$ cat config.mk
export PLATFORM = sky130hd
export DESIGN_NAME = cos_conn_logic
export DESIGN_NICKNAME = d
export VERILOG_FILES = /design/src/logic/cos_pkg.sv /design/src/logic/cos_tmr_if.sv /design/src/logic/cos_conn_logic.sv /design/src/logic/cos_wdt.sv
export SDC_FILE = /design/constraint.sdc
export NUM_CORES = 1
export LEC_CHECK = 0
export BUFFER_PORTS_ARGS = -buffer_cell sky130_fd_sc_hd__buf_2
export CAP_MARGIN = 20
export CORE_ASPECT_RATIO = 2
export CORE_UTILIZATION = 40
export CTS_CLUSTER_DIAMETER = 40
export CTS_CLUSTER_SIZE = 10
export DETAILED_ROUTE_END_ITERATION = 16
export GPL_ROUTABILITY_DRIVEN = 0
export HOLD_SLACK_MARGIN = 0.05
export PLACE_DENSITY = 0.69
export SYNTH_ARGS = -nofsm -noshare
export SYNTH_HDL_FRONTEND = slang
export SYNTH_SLANG_ARGS = --single-unit
$ cat constraint.sdc
create_clock -name sys_clk_in -period 8.7 [get_ports sys_clk_in]
set_input_delay 0.87 -clock sys_clk_in [delete_from_list [all_inputs] [get_ports sys_clk_in]]
set_output_delay 0.87 -clock sys_clk_in [all_outputs]
set_load 0.02 [all_outputs]
$ cat src/logic/cos_pkg.sv
// constants and types shared by the connection-object state logic
package cos_pkg;
  // register bus geometry
  localparam int ADDR_W = 8;
  localparam int DATA_W = 32;
  localparam int LEN_W  = 8;
  localparam int EPR_W  = 16;
  localparam int EV_W   = 4;
  // register offsets
  localparam logic [ADDR_W-1:0] A_CTRL      = 8'h00;
  localparam logic [ADDR_W-1:0] A_CONS_SIZE = 8'h04;
  localparam logic [ADDR_W-1:0] A_PROD_SIZE = 8'h08;
  localparam logic [ADDR_W-1:0] A_PKT_RATE  = 8'h0c;
  localparam logic [ADDR_W-1:0] A_STATE     = 8'h10;
  localparam logic [ADDR_W-1:0] A_IRQ_STAT  = 8'h14;
  localparam logic [ADDR_W-1:0] A_IRQ_MASK  = 8'h18;
  // control fields and timeout actions
  localparam int CTRL_CREATE = 0;
  localparam int CTRL_ACT_LO = 1;
  localparam logic [1:0] ACT_TIMED_OUT   = 2'h0;
  localparam logic [1:0] ACT_AUTO_DELETE = 2'h1;
  localparam logic [1:0] ACT_AUTO_RESET  = 2'h2;
  // state register fields
  localparam int ST_EX_BIT   = 4;
  localparam int ST_BUSY_BIT = 5;
  localparam int ST_TYPE_LO  = 8;
  localparam int ST_SIZE_LO  = 16;
  // event bits of the interrupt status
  localparam int EV_INT_ERR  = 0;
  localparam int EV_EXPIRE   = 1;
  localparam int EV_DROP     = 2;
  localparam int EV_ERR_RESP = 3;
  // general response codes
  localparam logic [7:0] GEC_OK          = 8'h00;
  localparam logic [7:0] GEC_RES_UNAVAIL = 8'h02;
  localparam logic [7:0] GEC_INV_ATTR    = 8'h09;
  localparam logic [7:0] GEC_BAD_STATE   = 8'h0c;
  localparam logic [7:0] GEC_NO_OBJECT   = 8'h16;
  // instance types (values arbitrary)
  localparam logic [7:0] INST_EXPLICIT = 8'h00;
  localparam logic [7:0] INST_IO       = 8'h01;
  // reset values and sizes
  localparam logic [LEN_W-1:0] RST_CONS_SIZE = 8'h08;
  localparam logic [LEN_W-1:0] RST_PROD_SIZE = 8'h08;
  localparam logic [EPR_W-1:0] RST_PKT_RATE  = 16'h0000;
  localparam logic [LEN_W-1:0] FRAG_BYTES    = 8'h08;
  // watchdog tick: 1 ms at an 8 ns clock
  localparam int TICK_NS  = 1000000;
  localparam int CLK_NS   = 8;
  localparam int TICK_CYC = (TICK_NS + CLK_NS - 1) / CLK_NS;
  typedef enum logic [2:0] {
    IO_NONE, IO_CFG, IO_WAIT_ID, IO_EST, IO_TIMED_OUT
  } cos_io_state_type;
  typedef enum logic {EX_NONE, EX_EST} cos_ex_state_type;
endpackage

$ cat src/logic/cos_tmr_if.sv
// carrier between the connection logic and its inactivity timer
`timescale 1ns/1ps
interface cos_tmr_if #(parameter int W = 16);
  logic         restart;
  logic         stop;
  logic [W-1:0] period;
  logic         expire;
  modport ctl (output restart, stop, period, input expire);
  modport tmr (input restart, stop, period, output expire);
endinterface

$ cat src/logic/cos_conn_logic.sv
// connection-object state logic for one I/O and one explicit connection
//
// Notes on behaviour
// - send while configuring, waiting or timed out gives internal error, no transmission.
// - apply needing an identifier with none free answers resource unavailable.
// - apply conflict answers invalid attribute value, additional code the attribute id.
// - fitting received message restarts the watchdog and is delivered to the application.
// - received message longer than consumed size is dropped at once.
// - length is the only content check; the application validates the rest.
// - fragments do not restart the watchdog until the whole message arrived.
// - open request or response creates an explicit instance when resources permit.
// - other explicit attributes come from the open message; then established.
// - an open built from a request sends the open response.
// - close frees an explicit connection; a missing one answers object does not exist.
// - delete frees an explicit connection; a missing one answers object does not exist.
// - set on established explicit connection is checked, done if allowed, answered.
`timescale 1ns/1ps
module cos_conn_logic
  import cos_pkg::*;
#(
  parameter int TICK_CYCLES = cos_pkg::TICK_CYC
) (
  // clock and reset
  input  wire logic                       sys_clk_in,
  input  wire logic                       rst_n_in,
  // register port
  input  wire logic [cos_pkg::ADDR_W-1:0] addr_in,
  input  wire logic [cos_pkg::DATA_W-1:0] wdata_in,
  input  wire logic                       wr_in,
  input  wire logic                       rd_in,
  output logic      [cos_pkg::DATA_W-1:0] rdata_out,
  output logic                            irq_out,
  // i/o transmit path
  input  wire logic                       io_send_in,
  input  wire logic [cos_pkg::LEN_W-1:0]  io_send_len_in,
  output logic                            io_tx_valid_out,
  output logic      [cos_pkg::LEN_W-1:0]  io_tx_bytes_out,
  output logic                            io_tx_frag_out,
  output logic                            io_tx_last_out,
  output logic                            io_int_err_out,
  // i/o receive path
  input  wire logic                       io_rx_valid_in,
  input  wire logic [cos_pkg::LEN_W-1:0]  io_rx_len_in,
  input  wire logic                       io_rx_more_in,
  output logic                            io_rx_deliver_out,
  output logic      [cos_pkg::LEN_W-1:0]  io_rx_total_out,
  // apply request
  input  wire logic                       apply_in,
  input  wire logic                       apply_need_id_in,
  input  wire logic                       apply_id_free_in,
  input  wire logic                       apply_ids_ready_in,
  input  wire logic                       apply_conflict_in,
  input  wire logic [7:0]                 apply_attr_id_in,
  // explicit connection requests from the unconnected_message_manager
  input  wire logic                       ex_open_in,
  input  wire logic                       ex_open_is_req_in,
  input  wire logic                       ex_res_ok_in,
  input  wire logic [cos_pkg::LEN_W-1:0]  ex_open_size_in,
  input  wire logic                       ex_close_in,
  input  wire logic                       ex_delete_in,
  input  wire logic                       ex_set_in,
  input  wire logic                       ex_set_allowed_in,
  input  wire logic [cos_pkg::LEN_W-1:0]  ex_set_value_in,
  output logic                            ex_open_resp_out,
  // responses
  output logic                            resp_valid_out,
  output logic      [7:0]                 resp_code_out,
  output logic      [7:0]                 resp_add_out
);
  import cos_pkg::*;

  cos_io_state_type  io_st;
  cos_ex_state_type  ex_st;
  logic [1:0]        ctrl_act;
  logic [LEN_W-1:0]  cons_size;
  logic [LEN_W-1:0]  prod_size;
  logic [EPR_W-1:0]  pkt_rate;
  logic [EV_W-1:0]   irq_stat;
  logic [EV_W-1:0]   irq_mask;
  logic [7:0]        ex_type;
  logic [LEN_W-1:0]  ex_size;
  logic              rx_busy;
  logic [LEN_W:0]    rx_acc;
  logic [LEN_W-1:0]  tx_rem;
  logic              tx_fragd;
  logic [EV_W-1:0]   ev;
  logic              next_resp_valid;
  logic [7:0]        next_resp_code;
  logic [7:0]        next_resp_add;
  logic [DATA_W-1:0] next_rdata;
  logic              send_bad;
  logic              rx_fit;
  logic              rx_done;
  logic [LEN_W:0]    rx_total;
  logic              ap_est;
  logic              set_ok;
  logic              expired;
  logic [LEN_W-1:0]  tx_len;
  logic [LEN_W-1:0]  tx_chunk;
  logic              wr_create;

  cos_tmr_if #(.W(EPR_W)) tmr_bus ();

  cos_wdt #(.TICK_CYCLES(TICK_CYCLES), .W(EPR_W)) u_wdt (
    .sys_clk_in (sys_clk_in),
    .rst_n_in   (rst_n_in),
    .tmr        (tmr_bus.tmr)
  );

  ////////////////////////////////////////////////////////////////////////////
  // event decode

  // only length is checked here, contents are the application's business
  assign rx_total = (rx_busy ? rx_acc : '0) + {1'b0, io_rx_len_in};
  assign rx_fit   = rx_total <= {1'b0, cons_size};
  assign rx_done  = io_rx_valid_in && io_st == IO_EST && rx_fit && !io_rx_more_in;
  assign send_bad = io_send_in && (io_st == IO_CFG || io_st == IO_WAIT_ID ||
                                   io_st == IO_TIMED_OUT || tx_rem != '0);
  assign expired  = tmr_bus.expire && io_st == IO_EST;
  assign ap_est   = apply_in && apply_ids_ready_in && !(apply_need_id_in && !apply_id_free_in)
                    && !apply_conflict_in && (io_st == IO_CFG || io_st == IO_WAIT_ID);
  assign set_ok   = ex_set_in && ex_st == EX_EST && ex_set_allowed_in
                    && !apply_in && !ex_close_in && !ex_delete_in;
  assign wr_create = wr_in && addr_in == A_CTRL && wdata_in[CTRL_CREATE];
  assign tx_len   = (io_send_len_in > prod_size) ? prod_size : io_send_len_in;
  assign tx_chunk = (tx_rem > FRAG_BYTES) ? FRAG_BYTES : tx_rem;

  // watchdog restarts on completed reception, on establishment and on auto reset
  assign tmr_bus.restart = rx_done || ap_est
                           || (expired && ctrl_act == ACT_AUTO_RESET);
  assign tmr_bus.stop    = io_st != IO_EST && !ap_est;
  assign tmr_bus.period  = pkt_rate;

  assign ev[EV_INT_ERR]  = send_bad;
  assign ev[EV_EXPIRE]   = expired;
  assign ev[EV_DROP]     = io_rx_valid_in && io_st == IO_EST && !rx_fit;
  assign ev[EV_ERR_RESP] = next_resp_valid && next_resp_code != GEC_OK;

  ////////////////////////////////////////////////////////////////////////////
  // response selection: one answer per cycle, apply first

  always_comb begin
    next_resp_valid = 1'b1;
    next_resp_code  = GEC_OK;
    next_resp_add   = 8'h00;
    if (apply_in) begin
      if (io_st == IO_NONE) begin
        next_resp_code = GEC_NO_OBJECT;
      end else if (io_st == IO_EST || io_st == IO_TIMED_OUT) begin
        next_resp_code = GEC_BAD_STATE;
      end else if (apply_need_id_in && !apply_id_free_in) begin
        next_resp_code = GEC_RES_UNAVAIL;
      end else if (apply_conflict_in) begin
        next_resp_code = GEC_INV_ATTR;
        next_resp_add  = apply_attr_id_in;
      end
    end else if (ex_close_in || ex_delete_in) begin
      if (ex_st == EX_NONE) begin
        next_resp_code = GEC_NO_OBJECT;
      end
    end else if (ex_set_in) begin
      if (ex_st == EX_NONE) begin
        next_resp_code = GEC_NO_OBJECT;
      end else if (!ex_set_allowed_in) begin
        next_resp_code = GEC_BAD_STATE;
      end
    end else begin
      next_resp_valid = 1'b0;
    end
  end

  always_ff @(posedge sys_clk_in or negedge rst_n_in) begin
    if (!rst_n_in) begin
      resp_valid_out <= 1'b0;
      resp_code_out  <= 8'h00;
      resp_add_out   <= 8'h00;
    end else begin
      resp_valid_out <= next_resp_valid;
      resp_code_out  <= next_resp_code;
      resp_add_out   <= next_resp_add;
    end
  end

  ////////////////////////////////////////////////////////////////////////////
  // i/o connection state

  always_ff @(posedge sys_clk_in or negedge rst_n_in) begin
    if (!rst_n_in) begin
      io_st <= IO_NONE;
    end else begin
      unique case (io_st)
        IO_NONE: begin
          if (wr_create) begin
            io_st <= IO_CFG;
          end
        end
        IO_CFG: begin
          if (ap_est) begin
            io_st <= IO_EST;
          end else if (apply_in && !(apply_need_id_in && !apply_id_free_in)
                       && !apply_conflict_in) begin
            io_st <= IO_WAIT_ID;
          end
        end
        IO_WAIT_ID: begin
          if (ap_est) begin
            io_st <= IO_EST;
          end
        end
        IO_EST: begin
          if (expired && ctrl_act == ACT_TIMED_OUT) begin
            io_st <= IO_TIMED_OUT;
          end else if (expired && ctrl_act == ACT_AUTO_DELETE) begin
            io_st <= IO_NONE;
          end
        end
        IO_TIMED_OUT: begin
          io_st <= IO_TIMED_OUT;
        end
      endcase
    end
  end

  ////////////////////////////////////////////////////////////////////////////
  // transmit: one fragment per cycle, a busy sender refuses new messages

  always_ff @(posedge sys_clk_in or negedge rst_n_in) begin
    if (!rst_n_in) begin
      tx_rem          <= '0;
      tx_fragd        <= 1'b0;
      io_tx_valid_out <= 1'b0;
      io_tx_bytes_out <= '0;
      io_tx_frag_out  <= 1'b0;
      io_tx_last_out  <= 1'b0;
      io_int_err_out  <= 1'b0;
    end else begin
      io_int_err_out  <= send_bad;
      io_tx_valid_out <= tx_rem != '0;
      io_tx_bytes_out <= tx_chunk;
      io_tx_frag_out  <= tx_fragd;
      io_tx_last_out  <= tx_rem != '0 && tx_rem <= FRAG_BYTES;
      if (tx_rem != '0) begin
        tx_rem <= tx_rem - tx_chunk;
      end else if (io_send_in && io_st == IO_EST) begin
        tx_rem   <= tx_len;
        tx_fragd <= tx_len > FRAG_BYTES;
      end
    end
  end

  ////////////////////////////////////////////////////////////////////////////
  // receive: length check, fragment accumulation, delivery

  always_ff @(posedge sys_clk_in or negedge rst_n_in) begin
    if (!rst_n_in) begin
      rx_busy           <= 1'b0;
      rx_acc            <= '0;
      io_rx_deliver_out <= 1'b0;
      io_rx_total_out   <= '0;
    end else begin
      io_rx_deliver_out <= rx_done;
      if (rx_done) begin
        io_rx_total_out <= rx_total[LEN_W-1:0];
      end
      if (io_st != IO_EST) begin
        rx_busy <= 1'b0;
      end else if (io_rx_valid_in) begin
        if (!rx_fit) begin
          rx_busy <= 1'b0;
        end else begin
          rx_busy <= io_rx_more_in;
          rx_acc  <= rx_total;
        end
      end
    end
  end

  ////////////////////////////////////////////////////////////////////////////
  // explicit connection state

  always_ff @(posedge sys_clk_in or negedge rst_n_in) begin
    if (!rst_n_in) begin
      ex_st            <= EX_NONE;
      ex_type          <= INST_IO;
      ex_size          <= '0;
      ex_open_resp_out <= 1'b0;
    end else begin
      ex_open_resp_out <= 1'b0;
      unique case (ex_st)
        EX_NONE: begin
          if (ex_open_in && ex_res_ok_in) begin
            ex_st            <= EX_EST;
            ex_type          <= INST_EXPLICIT;
            ex_size          <= ex_open_size_in;
            ex_open_resp_out <= ex_open_is_req_in;
          end
        end
        EX_EST: begin
          if (!apply_in && (ex_close_in || ex_delete_in)) begin
            ex_st <= EX_NONE;
          end else if (set_ok) begin
            ex_size <= ex_set_value_in;
          end
        end
      endcase
    end
  end

  ////////////////////////////////////////////////////////////////////////////
  // register file and interrupt

  always_ff @(posedge sys_clk_in or negedge rst_n_in) begin
    if (!rst_n_in) begin
      ctrl_act  <= ACT_TIMED_OUT;
      cons_size <= RST_CONS_SIZE;
      prod_size <= RST_PROD_SIZE;
      pkt_rate  <= RST_PKT_RATE;
      irq_mask  <= '0;
    end else if (wr_in) begin
      unique case (addr_in)
        A_CTRL:      ctrl_act  <= wdata_in[CTRL_ACT_LO +: 2];
        A_CONS_SIZE: cons_size <= wdata_in[LEN_W-1:0];
        A_PROD_SIZE: prod_size <= wdata_in[LEN_W-1:0];
        A_PKT_RATE:  pkt_rate  <= wdata_in[EPR_W-1:0];
        A_IRQ_MASK:  irq_mask  <= wdata_in[EV_W-1:0];
        default:     ;
      endcase
    end
  end

  // a new event in the clearing cycle survives the clear
  always_ff @(posedge sys_clk_in or negedge rst_n_in) begin
    if (!rst_n_in) begin
      irq_stat <= '0;
      irq_out  <= 1'b0;
    end else begin
      irq_stat <= (irq_stat & ~((wr_in && addr_in == A_IRQ_STAT) ?
                  wdata_in[EV_W-1:0] : '0)) | ev;
      irq_out  <= |(irq_stat & irq_mask);
    end
  end

  // unmapped addresses read as zero
  always_comb begin
    next_rdata = '0;
    unique case (addr_in)
      A_CTRL:      next_rdata[CTRL_ACT_LO +: 2] = ctrl_act;
      A_CONS_SIZE: next_rdata[LEN_W-1:0] = cons_size;
      A_PROD_SIZE: next_rdata[LEN_W-1:0] = prod_size;
      A_PKT_RATE:  next_rdata[EPR_W-1:0] = pkt_rate;
      A_STATE: begin
        next_rdata[2:0]              = io_st;
        next_rdata[ST_EX_BIT]        = ex_st;
        next_rdata[ST_BUSY_BIT]      = rx_busy;
        next_rdata[ST_TYPE_LO +: 8]  = ex_type;
        next_rdata[ST_SIZE_LO +: LEN_W] = ex_size;
      end
      A_IRQ_STAT:  next_rdata[EV_W-1:0] = irq_stat;
      A_IRQ_MASK:  next_rdata[EV_W-1:0] = irq_mask;
      default:     next_rdata = '0;
    endcase
  end

  always_ff @(posedge sys_clk_in or negedge rst_n_in) begin
    if (!rst_n_in) begin
      rdata_out <= '0;
    end else begin
      rdata_out <= rd_in ? next_rdata : '0;
    end
  end
endmodule

$ cat src/logic/cos_wdt.sv
// inactivity watchdog timer counting in ticks of a prescaler
`timescale 1ns/1ps
module cos_wdt #(
  parameter int TICK_CYCLES = 125000,
  parameter int W           = 16
) (
  // clock and reset
  input wire logic sys_clk_in,
  input wire logic rst_n_in,
  // control
  cos_tmr_if.tmr   tmr
);
  localparam int PRE_W = $clog2(TICK_CYCLES + 1);
  logic [PRE_W-1:0] pre;
  logic [W-1:0]     count;
  logic             running;

  // prescaler restarts with the timer so the first period is never short
  always_ff @(posedge sys_clk_in or negedge rst_n_in) begin
    if (!rst_n_in) begin
      pre <= '0;
    end else if (tmr.restart || !running || pre == PRE_W'(TICK_CYCLES - 1)) begin
      pre <= '0;
    end else begin
      pre <= pre + 1'b1;
    end
  end

  // a zero period leaves the timer stopped
  always_ff @(posedge sys_clk_in or negedge rst_n_in) begin
    if (!rst_n_in) begin
      running    <= 1'b0;
      count      <= '0;
      tmr.expire <= 1'b0;
    end else begin
      tmr.expire <= 1'b0;
      if (tmr.restart) begin
        running <= (tmr.period != '0);
        count   <= tmr.period;
      end else if (tmr.stop) begin
        running <= 1'b0;
      end else if (running && pre == PRE_W'(TICK_CYCLES - 1)) begin
        count <= count - 1'b1;
        if (count == W'(1)) begin
          running    <= 1'b0;
          tmr.expire <= 1'b1;
        end
      end
    end
  end
endmodule

---- Word-level counts from Yosys, hierarchy flattened ----
Cells that the tools add are included.
word-level totals
  register bits after elaboration ......... 173
  bits of input ports ..................... 99
  output and inout port bits .............. 72
cells by class
  add/subtract/negate cells ............... 4
  order comparisons ....................... 5
  equality and inequality tests ........... 23
  mux-type cells .......................... 63
  bitwise gates (word level) .............. 7
  reduce and logical (&&, ||, !) cells .... 74
operators by type and width
  operator               number
  $mux 8                 16
  $mux 16                3
  $pmux 8 s2             2
  $logic_and 1x1->1      31
  $eq 8x5->1 const B     3
  $mux 24                1
  $mux 4                 5
  $mux 1                 18
  $mux 3                 6
  $reduce_and 2->1       9
  $add 17x1->17 const B  1
  $eq 17x17->1 const B   1
  $mux 17                1
  $eq 16x1->1 const B    1
  $eq 8x4->1 const B     2
  $gt 8x4->1 const B     2
  $reduce_bool 16->1     1
  $reduce_bool 8->1      2
  $sub 16x1->16 const B  1
  $mux 5                 3
  $pmux 3 s5             1
  $pmux 2 s7             1
  $logic_not 1->1        10
  $add 9x8->9            1
  33 further kinds       54

---- Logic depth before layout (Yosys ltp) ----
Gate-level depths: netlist of the first run.
  depth after elaboration ................. 11
  mapped depth ............................ 16

---- Cells and area by module ----
Synthesis of the first run repeated with hierarchy kept, for this count alone.
unflattened totals
  cell total of the unflattened synthesis .. 847
  area total of the unflattened synthesis .. 8759.7 um2
by module, submodules not included
  module          times used  cells an instance  area an instance (um2)  seq. area each (um2)
  cos_conn_logic  1           633                6776.5                  3382.0
  cos_wdt         1           214                1983.2                  875.8

---- Worst setup path after synthesis of the first run ----
OpenSTA, ideal clock, no wires.
  path type ............................... input port to flip-flop
  start ................................... input io_rx_len_in[0] (netlist bit)
  end ..................................... register u_wdt.count[10]
  library setup time ...................... 0.125 ns
  arrival ................................. 4.053 ns
  required time ........................... 8.575 ns
  setup slack ............................. 4.522 ns
  cell stages on the path ................. 13
  buffers on the path ..................... 1
  cells stage by stage .................... ha_1 -> fa_1 -> a211oi_1 -> o21ai_0 -> xor2_1 -> ha_1 -> a211oi_1 -> o211ai_1 -> o211ai_1 -> nand4_1 -> o21ai_2 -> buf_2 -> mux2_2
between the ends
  longest elaborated chain between the ends .. 8
  elaborated cells between the ends (all ways) .. 10
RTL lines
  element                                                                  RTL line               RTL
  start: declaration                                                       cos_conn_logic.sv:43   input wire logic [cos_pkg::LEN_W-1:0] io_rx_len_in,
  $add 9x8->9 (*)                                                          cos_conn_logic.sv:114  assign rx_total = (rx_busy ? rx_acc : '0) + {1'b0, io_rx_len_in};
  via rx_total[6]                                                          cos_conn_logic.sv:94   logic [LEN_W:0] rx_total;
  $le 9x8->1 (*)                                                           cos_conn_logic.sv:115  assign rx_fit = rx_total <= {1'b0, cons_size};
  $logic_and 1x1->1 (*) (2 in a row)                                       cos_conn_logic.sv:116  assign rx_done = io_rx_valid_in && io_st == IO_EST && rx_fit && !io_rx_more_in;
  $logic_or 1x1->1 (*)                                                     cos_conn_logic.sv:129  assign tmr_bus.restart = rx_done || ap_est
  $logic_or 1x1->1 (*)                                                     cos_conn_logic.sv:130  || (expired && ctrl_act == ACT_AUTO_RESET);
  $ne 2x1->1 (no source line) / $reduce_bool 2->1 (equally long branches)  n/a
  $reduce_and 2->1 (no source line)                                        n/a
  end signal: assignment                                                   cos_wdt.sv:39          count <= tmr.period;
  end signal: assignment                                                   cos_wdt.sv:43          count <= count - 1'b1;
  end: declaration                                                         cos_wdt.sv:15          logic [W-1:0] count;
Mark *: on every way through the listed nets, which the timed path passes. The rest lies on a longest branch.
A chain may end at the register's enable or synchronous reset.

---- Final worst setup path of the first run ----
  start ................................... register rx_busy
  end ..................................... register u_wdt.count[10]
between the ends
  longest elaborated chain between the ends .. 9
  elaborated cells between the ends (all ways) .. 11
RTL lines
  element                                                                  RTL line               RTL
  start: declaration                                                       cos_conn_logic.sv:82   logic rx_busy;
  start signal: assignment                                                 cos_conn_logic.sv:271  rx_busy <= io_rx_more_in;
  $mux 9 (*)                                                               cos_conn_logic.sv:114
  $add 9x8->9 (*)                                                          cos_conn_logic.sv:114
  via rx_total[6]                                                          cos_conn_logic.sv:94
  $le 9x8->1 (*)                                                           cos_conn_logic.sv:115
  $logic_and 1x1->1 (*) (2 in a row)                                       cos_conn_logic.sv:116
  $logic_or 1x1->1 (*)                                                     cos_conn_logic.sv:129
  $logic_or 1x1->1 (*)                                                     cos_conn_logic.sv:130
  $ne 2x1->1 (no source line) / $reduce_bool 2->1 (equally long branches)  n/a
  $reduce_and 2->1 (no source line)                                        n/a
Marks and branches as above.

==> results.json, run 1 <==
{
  "synth.cell_area_um2": 8410,
  "syn_inst": 763,
  "ctsLongestPathBuffers": 2,
  "timing.final.max_slew_violations": 0,
  "area_growth_syn_to_layout_pct": 18.5,
  "vdd.ir_drop.worst_mv": 0.145,
  "power_density_nw_per_um2": 232,
  "gr-total-overflow": 0,
  "die_w_um": 105,
  "cts_resized": 0,
  "cp_cell_sequence": "and2_1 -> ha_1 -> fa_1 -> a211oi_1 -> o21ai_0 -> xor2_1 -> ha_1 -> a211oi_1 -> o211ai_1 -> o211ai_1 -> nand4_1 -> o21ai_2 -> mux2_2",
  "leakage_nw": 4.85,
  "wl_per_cell_um": 17.1,
  "period_share": 0.609,
  "synth_edf_count": 0,
  "antenna_found_initial": 4,
  "synth-seq-cells": 170,
  "rsz0062_at_grt": "false",
  "grt_pass1_vias": 6554,
  "max_slew_margin": 0.199,
  "cp_data_arrival_time_ns": 5.61,
  "final_cells": 1190,
  "synth_flop_cell": "dfrtp_1",
  "num_vias": 6351,
  "clk_pin_slew_ns": 0.07,
  "place_inst": 1154,
  "finalSetupViolations": 0,
  "hold_viol": 0,
  "io_pins": 171,
  "synth_cell_type_count": 73,
  "h-tree-depth": 4,
  "coreArea_um2": 20600,
  "max_freq_mhz": 189,
  "yosys_warnings": 0,
  "period_minus_slack_ns": 5.30,
  "netlist.area_leader.share": 0.497,
  "async_flop_share": 1.00,
  "grt_max_degree": 98,
  "synth_common_cells": "167 x dfrtp_1, 67 x mux2_2, 57 x nor2_1, 48 x nand2_1, 34 x and2_1",
  "drc_errors": 0,
  "critPathSlowestCell": "o21ai_2",
  "grt_pass1_wl_um": 33100,
  "yosysSeqAreaShare": 0.506,
  "routed_wl_um": 20400,
  "synth.most_common_cell": "dfrtp_1",
  "cts_tree": "done",
  "synth.area.top_cells": "dfrtp_1 50%, mux2_2 9.0%, ha_1 4.2%",
  "dr.pass1.iters": 7,
  "cts.sinks": 170,
  "nets": 1035,
  "first_iter_violations": 311,
  "die_y_um": 207,
  "hold_path_class": "register to register",
  "tightest_slew_ns": 1.20,
  "hold_buffers": 0,
  "startpoint_type": "register",
  "cts-root-buf": "clkbuf_16",
  "cp-end-kind": "register",
  "start_util": 0.409,
  "dp_hpwl_um": 15600,
  "core.rowCount": 74,
  "insertion_delay_ns": 0.44,
  "post-route-util": 0.485,
  "status": "complete, no violations",
  "finalClockSkew_ns": 0.0139,
  "synth_top_area_cell": "dfrtp_1",
  "cts_setup_buffers": 0,
  "critPathRequiredTime_ns": 9.01,
  "die_area_um2": 21700,
  "crit_type": "register to register",
  "antenna_left": 0,
  "drive_above_1_share": 0.284,
  "maxCapViolCount": 0,
  "io_buffers": 143,
  "whs_ns": 0.409,
  "globalRouteTotalUtil": 0.198,
  "final.setup.tns_ns": 0,
  "slowest_delay_ns": 0.99,
  "viasPerCell": 5.34,
  "cts_made_buffers": 17,
  "crit_fanout": 18,
  "syn_avg_cell_area_um2": 11.0
}
## area by class of cell
type / instances / area [um^2]
Antenna cell: 4 / 10.0
Clock buffer: 23 / 498
Clock inverter: 9 / 113
Fill cell: 1899 / 10600
Inverter: 30 / 113
Multi-Input combinational cell: 542 / 3900
Sequential cell: 170 / 4260
Tap cell: 266 / 333
Timing Repair Buffer: 146 / 748
## registers in the layout (all words and copies together), names as in the netlist, 2 cells and up
signal,flops
cons_size,8
ctrl_act,2
ex_size,8
io_rx_total_out,8
io_st,3
io_tx_bytes_out,8
irq_mask,4
irq_stat,4
pkt_rate,16
prod_size,8
rdata_out,24
resp_add_out,8
resp_code_out,5
rx_acc,9
tx_rem,8
u_wdt.count,16
u_wdt.pre,17
## layout by cell type (no fill, tap or decap), types with 13 or more instances in the layout
cell	netlist	routed
nand3_1	24	24
buf_2	4	142
and3_1	13	13
ha_1	28	28
and2_1	34	34
a21oi_1	27	27
xnor2_1	16	16
conb_1	2	16
nor3_1	15	15
clkbuf_16	0	17
inv_1	30	30
nor4_1	13	13
dfrtp_1	167	167
mux2i_1	19	19
mux2_2	67	67
o21ai_0	20	20
nor2_1	57	57
nand2_1	48	48
xor2_1	19	19
## cells by family after synthesis
family	share of synthesized area
other cells	0.000893
simple gates	0.167
mux	0.116
xor+xnor	0.0364
flops	0.506
compound gates	0.0925
buf+inv	0.0370
fa+ha+maj	0.0440
## layer usage
layer	wire length, um	vias up	track usage
met4	998	0	0.125
met3	785	55	0.0419
met2	11300	183	0.364
met5	0	-	0
met1	7320	3116	0.199
li1	-	2997	-
## worst max-delay path: cells and delay by family (launching register included)
family,cells,cell delay (ns)
AO/OA/AOI/OAI,6,2.24
XOR/XNOR,1,0.27
adder cells (fa/ha/maj),3,0.92
flip-flops,1,0.50
multiplexers,1,0.42
AND/OR/NAND/NOR,2,0.80
## stage by stage
step / total power, W / cell area, um^2 / setup WS (ns)
2_1_floorplan: 0.00137 / 8470 / 4.52
3_3_place_gp: 0.00153 / 9340 / 3.16
3_5_place_dp: 0.00155 / 9350 / 3.03
4_1_cts: 0.00233 / 9960 / 3.30
5_1_grt: 0.00243 / 9970 / 3.05
6_report: 0.00231 / 9970 / 3.40
## power by group
part	internal, W	switching (W)
sequential	0.000909	0.0000963
clock	0.000462	0.000313
combinational	0.000227	0.000302
total	0.00160	0.000711
## path summary, 6_finish.rpt
kind	depth (start not counted)	end	slack, ns	start
setup / recovery	13	u_wdt.count[10]	3.40	rx_busy
hold / removal	0	io_tx_frag_out	0.41	tx_fragd
setup reg to reg	13	u_wdt.count[10]	3.40	rx_busy
hold reg to reg	0	io_tx_frag_out	0.41	tx_fragd
max in group asynchronous	2	pkt_rate[15]	6.64	rst_n_in
min in group asynchronous	1	resp_code_out[3]	0.51	rst_n_in
(Power assumes the default switching activity.)
==> run 2: changes to the inputs <==
==> constraint.sdc (replaced) <==
create_clock -name sys_clk_in -period 4.9 [get_ports sys_clk_in]
set_input_delay 0.49 -clock sys_clk_in [delete_from_list [all_inputs] [get_ports sys_clk_in]]
set_output_delay 0.49 -clock sys_clk_in [all_outputs]
set_load 0.02 [all_outputs]
==> run 2 against run 1 <==
  * First-iteration DRC count is 7.1% lower
  * Die area stayed put
  * Hold slack worse by 0.36 ns
  * Non-clock buffer count is 4 higher
  * Largest power group unchanged
  * Via count is 0.36% lower
  * Largest cell class unchanged
  * Fmax is 22% higher
  * Power is 74% higher
  * Utilization is 0.091 points lower
  * Cell area is 0.19% lower
==> results.json, run 2 (synthesized netlist as in run 1, its figures left out) <==
{
  "largestRegisters": "rdata_out (24), u_wdt.pre (17)",
  "largest_reg_flops": 24,
  "timing.final.max_slew_violations": 0,
  "crit_type": "register to register",
  "die_y_um": 207,
  "ctsLongestPathBuffers": 2,
  "io_buffers": 143,
  "final_common_cell": "dfrtp_1",
  "tightest_slew_ns": 1.23,
  "r2r-start": "rx_busy",
  "final.setup.tns_ns": 0,
  "crit_fanout": 13,
  "die_area_um2": 21700,
  "hold_path_class": "primary input to async pin",
  "place_inst": 1158,
  "cp-end-kind": "register",
  "finalSetupViolations": 0,
  "clk_pin_slew_ns": 0.07,
  "startpoint_type": "register",
  "io_pins": 171,
  "cp_top_family": "compound AO/OA/AOI/OAI gates",
  "max_flop_register": "rdata_out",
  "reg2reg_depth": 14,
  "slowest_delay_ns": 0.50,
  "status": "complete, no violations",
  "vdd.ir_drop.worst_mv": 0.290,
  "viasPerCell": 5.30,
  "hold_buffers": 0,
  "insertion_delay_ns": 0.44,
  "area_growth_syn_to_layout_pct": 18.3,
  "first_iter_violations": 289,
  "cp_data_arrival_time_ns": 4.67,
  "antenna_found_initial": 3,
  "period_share": 0.888,
  "cts_made_buffers": 17,
  "gr-total-overflow": 0,
  "leakage_nw": 4.84,
  "max_slew_margin": 0.183,
  "num_vias": 6328,
  "mostFrequentLayoutCells": "167 x dfrtp_1, 142 x buf_2, 67 x mux2_2, 57 x nor2_1, 48 x nand2_1",
  "h-tree-depth": 4,
  "dr.pass1.iters": 6,
  "coreArea_um2": 20600,
  "cts_setup_buffers": 0,
  "cts.sinks": 170,
  "die_w_um": 105,
  "nFillCells": 1936,
  "final_cells": 1193,
  "wl_per_cell_um": 17.3,
  "drive_above_1_share": 0.287,
  "grt_max_degree": 74,
  "nets": 1039,
  "seq_area_um2": 4260,
  "cp-startpoint": "rx_busy",
  "critPathRequiredTime_ns": 5.22,
  "drc_errors": 0,
  "cp_cell_sequence": "and2_1 -> ha_1 -> fa_1 -> a211oi_1 -> o21ai_0 -> xor2_1 -> ha_1 -> a211oi_1 -> o211ai_1 -> o211ai_1 -> nand4_1 -> o21ai_2 -> buf_12 -> mux2_2",
  "routed_wl_um": 20700,
  "finalClockSkew_ns": 0.00804,
  "start_util": 0.409,
  "power_density_nw_per_um2": 404,
  "max_freq_mhz": 230,
  "post-route-util": 0.484,
  "grt_pass1_vias": 6672,
  "cts-root-buf": "clkbuf_16",
  "grt_pass1_wl_um": 34000,
  "antenna_left": 0,
  "cts_tree": "done",
  "critPathSlowestCell": "dfrtp_1",
  "cts_resized": 0,
  "globalRouteTotalUtil": 0.203,
  "maxCapViolCount": 0,
  "dp_hpwl_um": 15700,
  "hold_viol": 0,
  "cp.depth": 14,
  "path_buf_inv": 1,
  "multi_input_area_um2": 3900,
  "whs_ns": 0.0453,
  "rsz0062_at_grt": "false",
  "core.rowCount": 74,
  "period_minus_slack_ns": 4.35
}
==> run 2: changes by cell type in the layout (fill, tap and decap cells not counted), moves of 3 or more <==
cell      before  now
buf_4          2    6
clkbuf_8       5    0
clkinv_2       1    4
clkinv_4       1    4
==> run 2: report_power, final <==
| part | internal (W) | total, W | leakage (nW) | switching, W |
|---|---|---|---|---|
| clock network | 0.000700 | 0.00128 | 0.264 | 0.000578 |
| logic | 0.000410 | 0.000952 | 2.35 | 0.000542 |
| registers | 0.00161 | 0.00179 | 2.23 | 0.000174 |
==> run 2: final cells by class <==
| cell class | count | area share |
|---|---|---|
| Clock inverter | 14 | 0.0127 |
| Sequential cell | 170 | 0.428 |
| Antenna cell | 3 | 0.000755 |
| Multi-Input combinational cell | 542 | 0.392 |
| Inverter | 30 | 0.0113 |
| Clock buffer | 18 | 0.0431 |
| Timing Repair Buffer | 150 | 0.0791 |
| Tap cell | 266 | 0.0335 |
==> run 2: path summary, 6_finish.rpt <==
kind	slack, ns	end
worst max register to register	0.55	u_wdt.count[15]
min in group sys_clk_in	0.25	ex_open_resp_out
worst max-delay path	0.55	u_wdt.count[15]
worst min register to register	0.39	io_tx_frag_out
max in group asynchronous	3.71	u_wdt.count[13]
worst min-delay path	0.05	ex_open_resp_out
==> run 2: stage by stage <==
stage	cell area (um^2)	worst slack [ns]	total power [W]
after detailed placement	9390	0.540	0.00277
after global routing	9950	0.264	0.00423
after CTS	9940	0.520	0.00405
after global placement	9390	0.587	0.00274
after floorplan	8470	0.948	0.00244
final	9950	0.551	0.00402
==> run 2: routing by layer <==
metal	up-vias	wire (um)	track usage
li1	3008	-	-
met1	3115	7510	0.205
met2	154	11500	0.373
met3	51	746	0.0403
met4	0	916	0.126
met5	-	0	0
==> run 3: changes to the inputs <==
--- a/config.mk
+++ b/config.mk
@@ -5,6 +5,7 @@
 export SDC_FILE = /design/constraint.sdc
 export NUM_CORES = 1
 export LEC_CHECK = 0
+export ABC_AREA = 1
 export BUFFER_PORTS_ARGS = -buffer_cell sky130_fd_sc_hd__buf_2
 export CAP_MARGIN = 20
 export CORE_ASPECT_RATIO = 2
@@ -13,6 +14,7 @@
 export CTS_CLUSTER_SIZE = 10
 export DETAILED_ROUTE_END_ITERATION = 16
 export GPL_ROUTABILITY_DRIVEN = 0
+export GPL_TIMING_DRIVEN = 0
 export HOLD_SLACK_MARGIN = 0.05
 export PLACE_DENSITY = 0.69
 export SYNTH_ARGS = -nofsm -noshare
==> run 3 against run 2 <==
  * Sequential power rose by 3%
  * Clock power barely moved
  * Cell area rose by 4.9%
  * Power rose by 4.6%
  * First-iteration DRC count rose by 58%
  * Largest cell class unchanged
==> results.json, run 3 <==
{
  "status": "complete, no violations",
  "nFillCells": 2188,
  "leakage_nw": 5.50,
  "grt_max_degree": 110,
  "synth-seq-cells": 170,
  "synth_edf_count": 0,
  "synth.cell_area_um2": 8730,
  "ctsLongestPathBuffers": 2,
  "dp_slack_ns": 1.11,
  "gr-total-overflow": 0,
  "cts_tree": "done",
  "routed_wl_um": 24400,
  "synth_cell_type_count": 43,
  "startpoint_type": "register",
  "max_flop_register": "rdata_out",
  "wl_per_cell_um": 15.7,
  "cp_data_arrival_time_ns": 4.09,
  "viasPerCell": 5.04,
  "hold_buffers": 1,
  "period_minus_slack_ns": 3.76,
  "drive_above_1_share": 0.179,
  "synth.most_common_cell": "nand2_1",
  "area_growth_syn_to_layout_pct": 19.7,
  "syn_inst": 1089,
  "antenna_found_initial": 1,
  "max_freq_mhz": 266,
  "hold_viol": 0,
  "dp_hpwl_um": 19100,
  "drc_errors": 0,
  "antenna_left": 0,
  "yosys_warnings": 0,
  "die_y_um": 211,
  "rsz0062_at_grt": "false",
  "cp_cell_sequence": "clkbuf_1 -> nand2_1 -> inv_1 -> ha_1 -> fa_1 -> nand2_1 -> nand2_1 -> nand2_1 -> nor2_1 -> nor2_1 -> xnor2_1 -> ha_1 -> nand2_1 -> inv_1 -> nand2_1 -> nand2_1 -> nand2_1 -> nand2_1 -> nand2_2 -> nand3_2 -> buf_6 -> buf_2 -> nand3_1 -> nand3_1",
  "timing.final.max_slew_violations": 0,
  "power_density_nw_per_um2": 403,
  "final.setup.tns_ns": 0,
  "h-tree-depth": 4,
  "dr.pass1.iters": 5,
  "core.rowCount": 76,
  "cp-end-kind": "register",
  "maxCapViolCount": 0,
  "num_vias": 7824,
  "first_iter_violations": 458,
  "worst_slack_ns": 1.14,
  "vdd.ir_drop.worst_mv": 0.333,
  "largestRegisters": "rdata_out (24), u_wdt.pre (17)",
  "critPathRequiredTime_ns": 5.23,
  "io_pins": 171,
  "mostFrequentLayoutCells": "259 x nand2_1, 167 x inv_1, 167 x dfrtp_1, 152 x buf_2, 123 x nor2_1",
  "grt_pass1_vias": 8034,
  "hold_path_class": "primary input to register",
  "synth.area.top_cells": "dfrtp_1 48%, nand2_1 11%, inv_1 7.2%",
  "max_slew_margin": 0.525,
  "syn_avg_cell_area_um2": 8.01,
  "cts.sinks": 170,
  "die_area_um2": 22400,
  "crit_top_cell": "nand2_1",
  "grt_pass1_wl_um": 38700,
  "nets": 1395,
  "whs_ns": 0.205,
  "post-route-util": 0.486,
  "final_cells": 1552,
  "place_inst": 1520,
  "period_share": 0.768,
  "finalSetupViolations": 0,
  "critPathSlowestCell": "xnor2_1",
  "tightest_slew_ns": 0.707,
  "cts_setup_buffers": 0,
  "synth_top_area_cell": "dfrtp_1",
  "insertion_delay_ns": 0.45,
  "synth_common_cells": "259 x nand2_1, 167 x dfrtp_1, 167 x inv_1, 123 x nor2_1, 67 x o21ai_0",
  "cts_resized": 0,
  "clk_pin_slew_ns": 0.07,
  "coreArea_um2": 21500,
  "io_buffers": 143,
  "final_common_cell": "nand2_1",
  "netlist.area_leader.share": 0.479,
  "die_w_um": 106,
  "yosysSeqAreaShare": 0.488,
  "largest_reg_flops": 24,
  "crit_type": "register to register",
  "crit_fanout": 10,
  "synth_flop_cell": "dfrtp_1",
  "start_util": 0.406,
  "slowest_delay_ns": 0.43,
  "finalClockSkew_ns": 0.0102,
  "cts_made_buffers": 17,
  "globalRouteTotalUtil": 0.228,
  "cts-root-buf": "clkbuf_16",
  "async_flop_share": 1.00
}
-- run 3: cell types whose count changed after synthesis, sizes merged, moves of 10 or more --
| cell | change |
|---|---|
| a22oi | -10 |
| a31oi | +12 |
| and2 | -34 |
| and3 | -13 |
| inv | +141 |
| mux2 | -69 |
| mux2i | -19 |
| nand2 | +213 |
| nand3 | +35 |
| nand4 | +17 |
| nor2 | +78 |
| o21ai | +53 |
| o22ai | +12 |
-- run 3: final cells by class --
type	count	area (um^2)	area share
inverters	171	642	0.0615
clock buffers	23	488	0.0467
flip-flops and latches	170	4260	0.408
clock inverters	7	67.6	0.00647
multi-input cells	729	3680	0.352
plain buffers	33	200	0.0192
well taps	273	342	0.0327
repair buffers	145	763	0.0731
diodes	1	2.50	0.000240
-- run 3: critical path: cells and delay by family, from the launching register on --
family | cells | cell delay (ns)
buffers and inverters | 5 | 0.90
flip-flops | 1 | 0.35
AND/OR/NAND/NOR | 15 | 1.20
XOR/XNOR | 1 | 0.43
adder cells (fa/ha/maj) | 3 | 0.75
-- run 3: path summary, 6_finish.rpt --
check                                  start  slack [ns]  depth (start not counted)                 end
worst max-delay path                 rx_busy        1.14                         24     u_wdt.count[12]
min in group asynchronous           rst_n_in        0.58                          2       rdata_out[10]
max in group asynchronous           rst_n_in        3.39                          3  io_tx_bytes_out[3]
worst max register to register       rx_busy        1.14                         24     u_wdt.count[12]
worst min register to register      tx_fragd        0.38                          0      io_tx_frag_out
worst min-delay path            ex_res_ok_in        0.21                          2          ex_type[0]
-- run 3: metal layers --
metal,global-route usage,share of wire,up-vias
li1,-,-,3810
met5,0,0,-
met4,0.203,0.082,0
met3,0.0342,0.038,103
met1,0.219,0.34,3679
met2,0.413,0.54,232
-- run 3: report_power, final --
part	leakage [nW]	internal (W)	switching (W)
clock	0.267	0.000744	0.000555
sequential	2.14	0.00166	0.000193
combinational	3.10	0.000382	0.000673
-- run 3: logic make-up after synthesis --
family / Yosys count / synth area share
AND/OR/NAND/NOR: 511 / 0.251
buffers and inverters: 204 / 0.0965
flip-flops: 170 / 0.488
AO/OA/AOI/OAI: 146 / 0.0942
adder cells (fa/ha/maj): 29 / 0.0424
XOR/XNOR: 27 / 0.0271
other: 2 / 0.000861
-- run 3: stage by stage --
stage / power [W] / area (um^2)
after floorplan: 0.00257 / 8780
after global placement: 0.00289 / 9840
after detailed placement: 0.00292 / 9870
after CTS: 0.00422 / 10400
after global routing: 0.00445 / 10400
final: 0.00420 / 10400
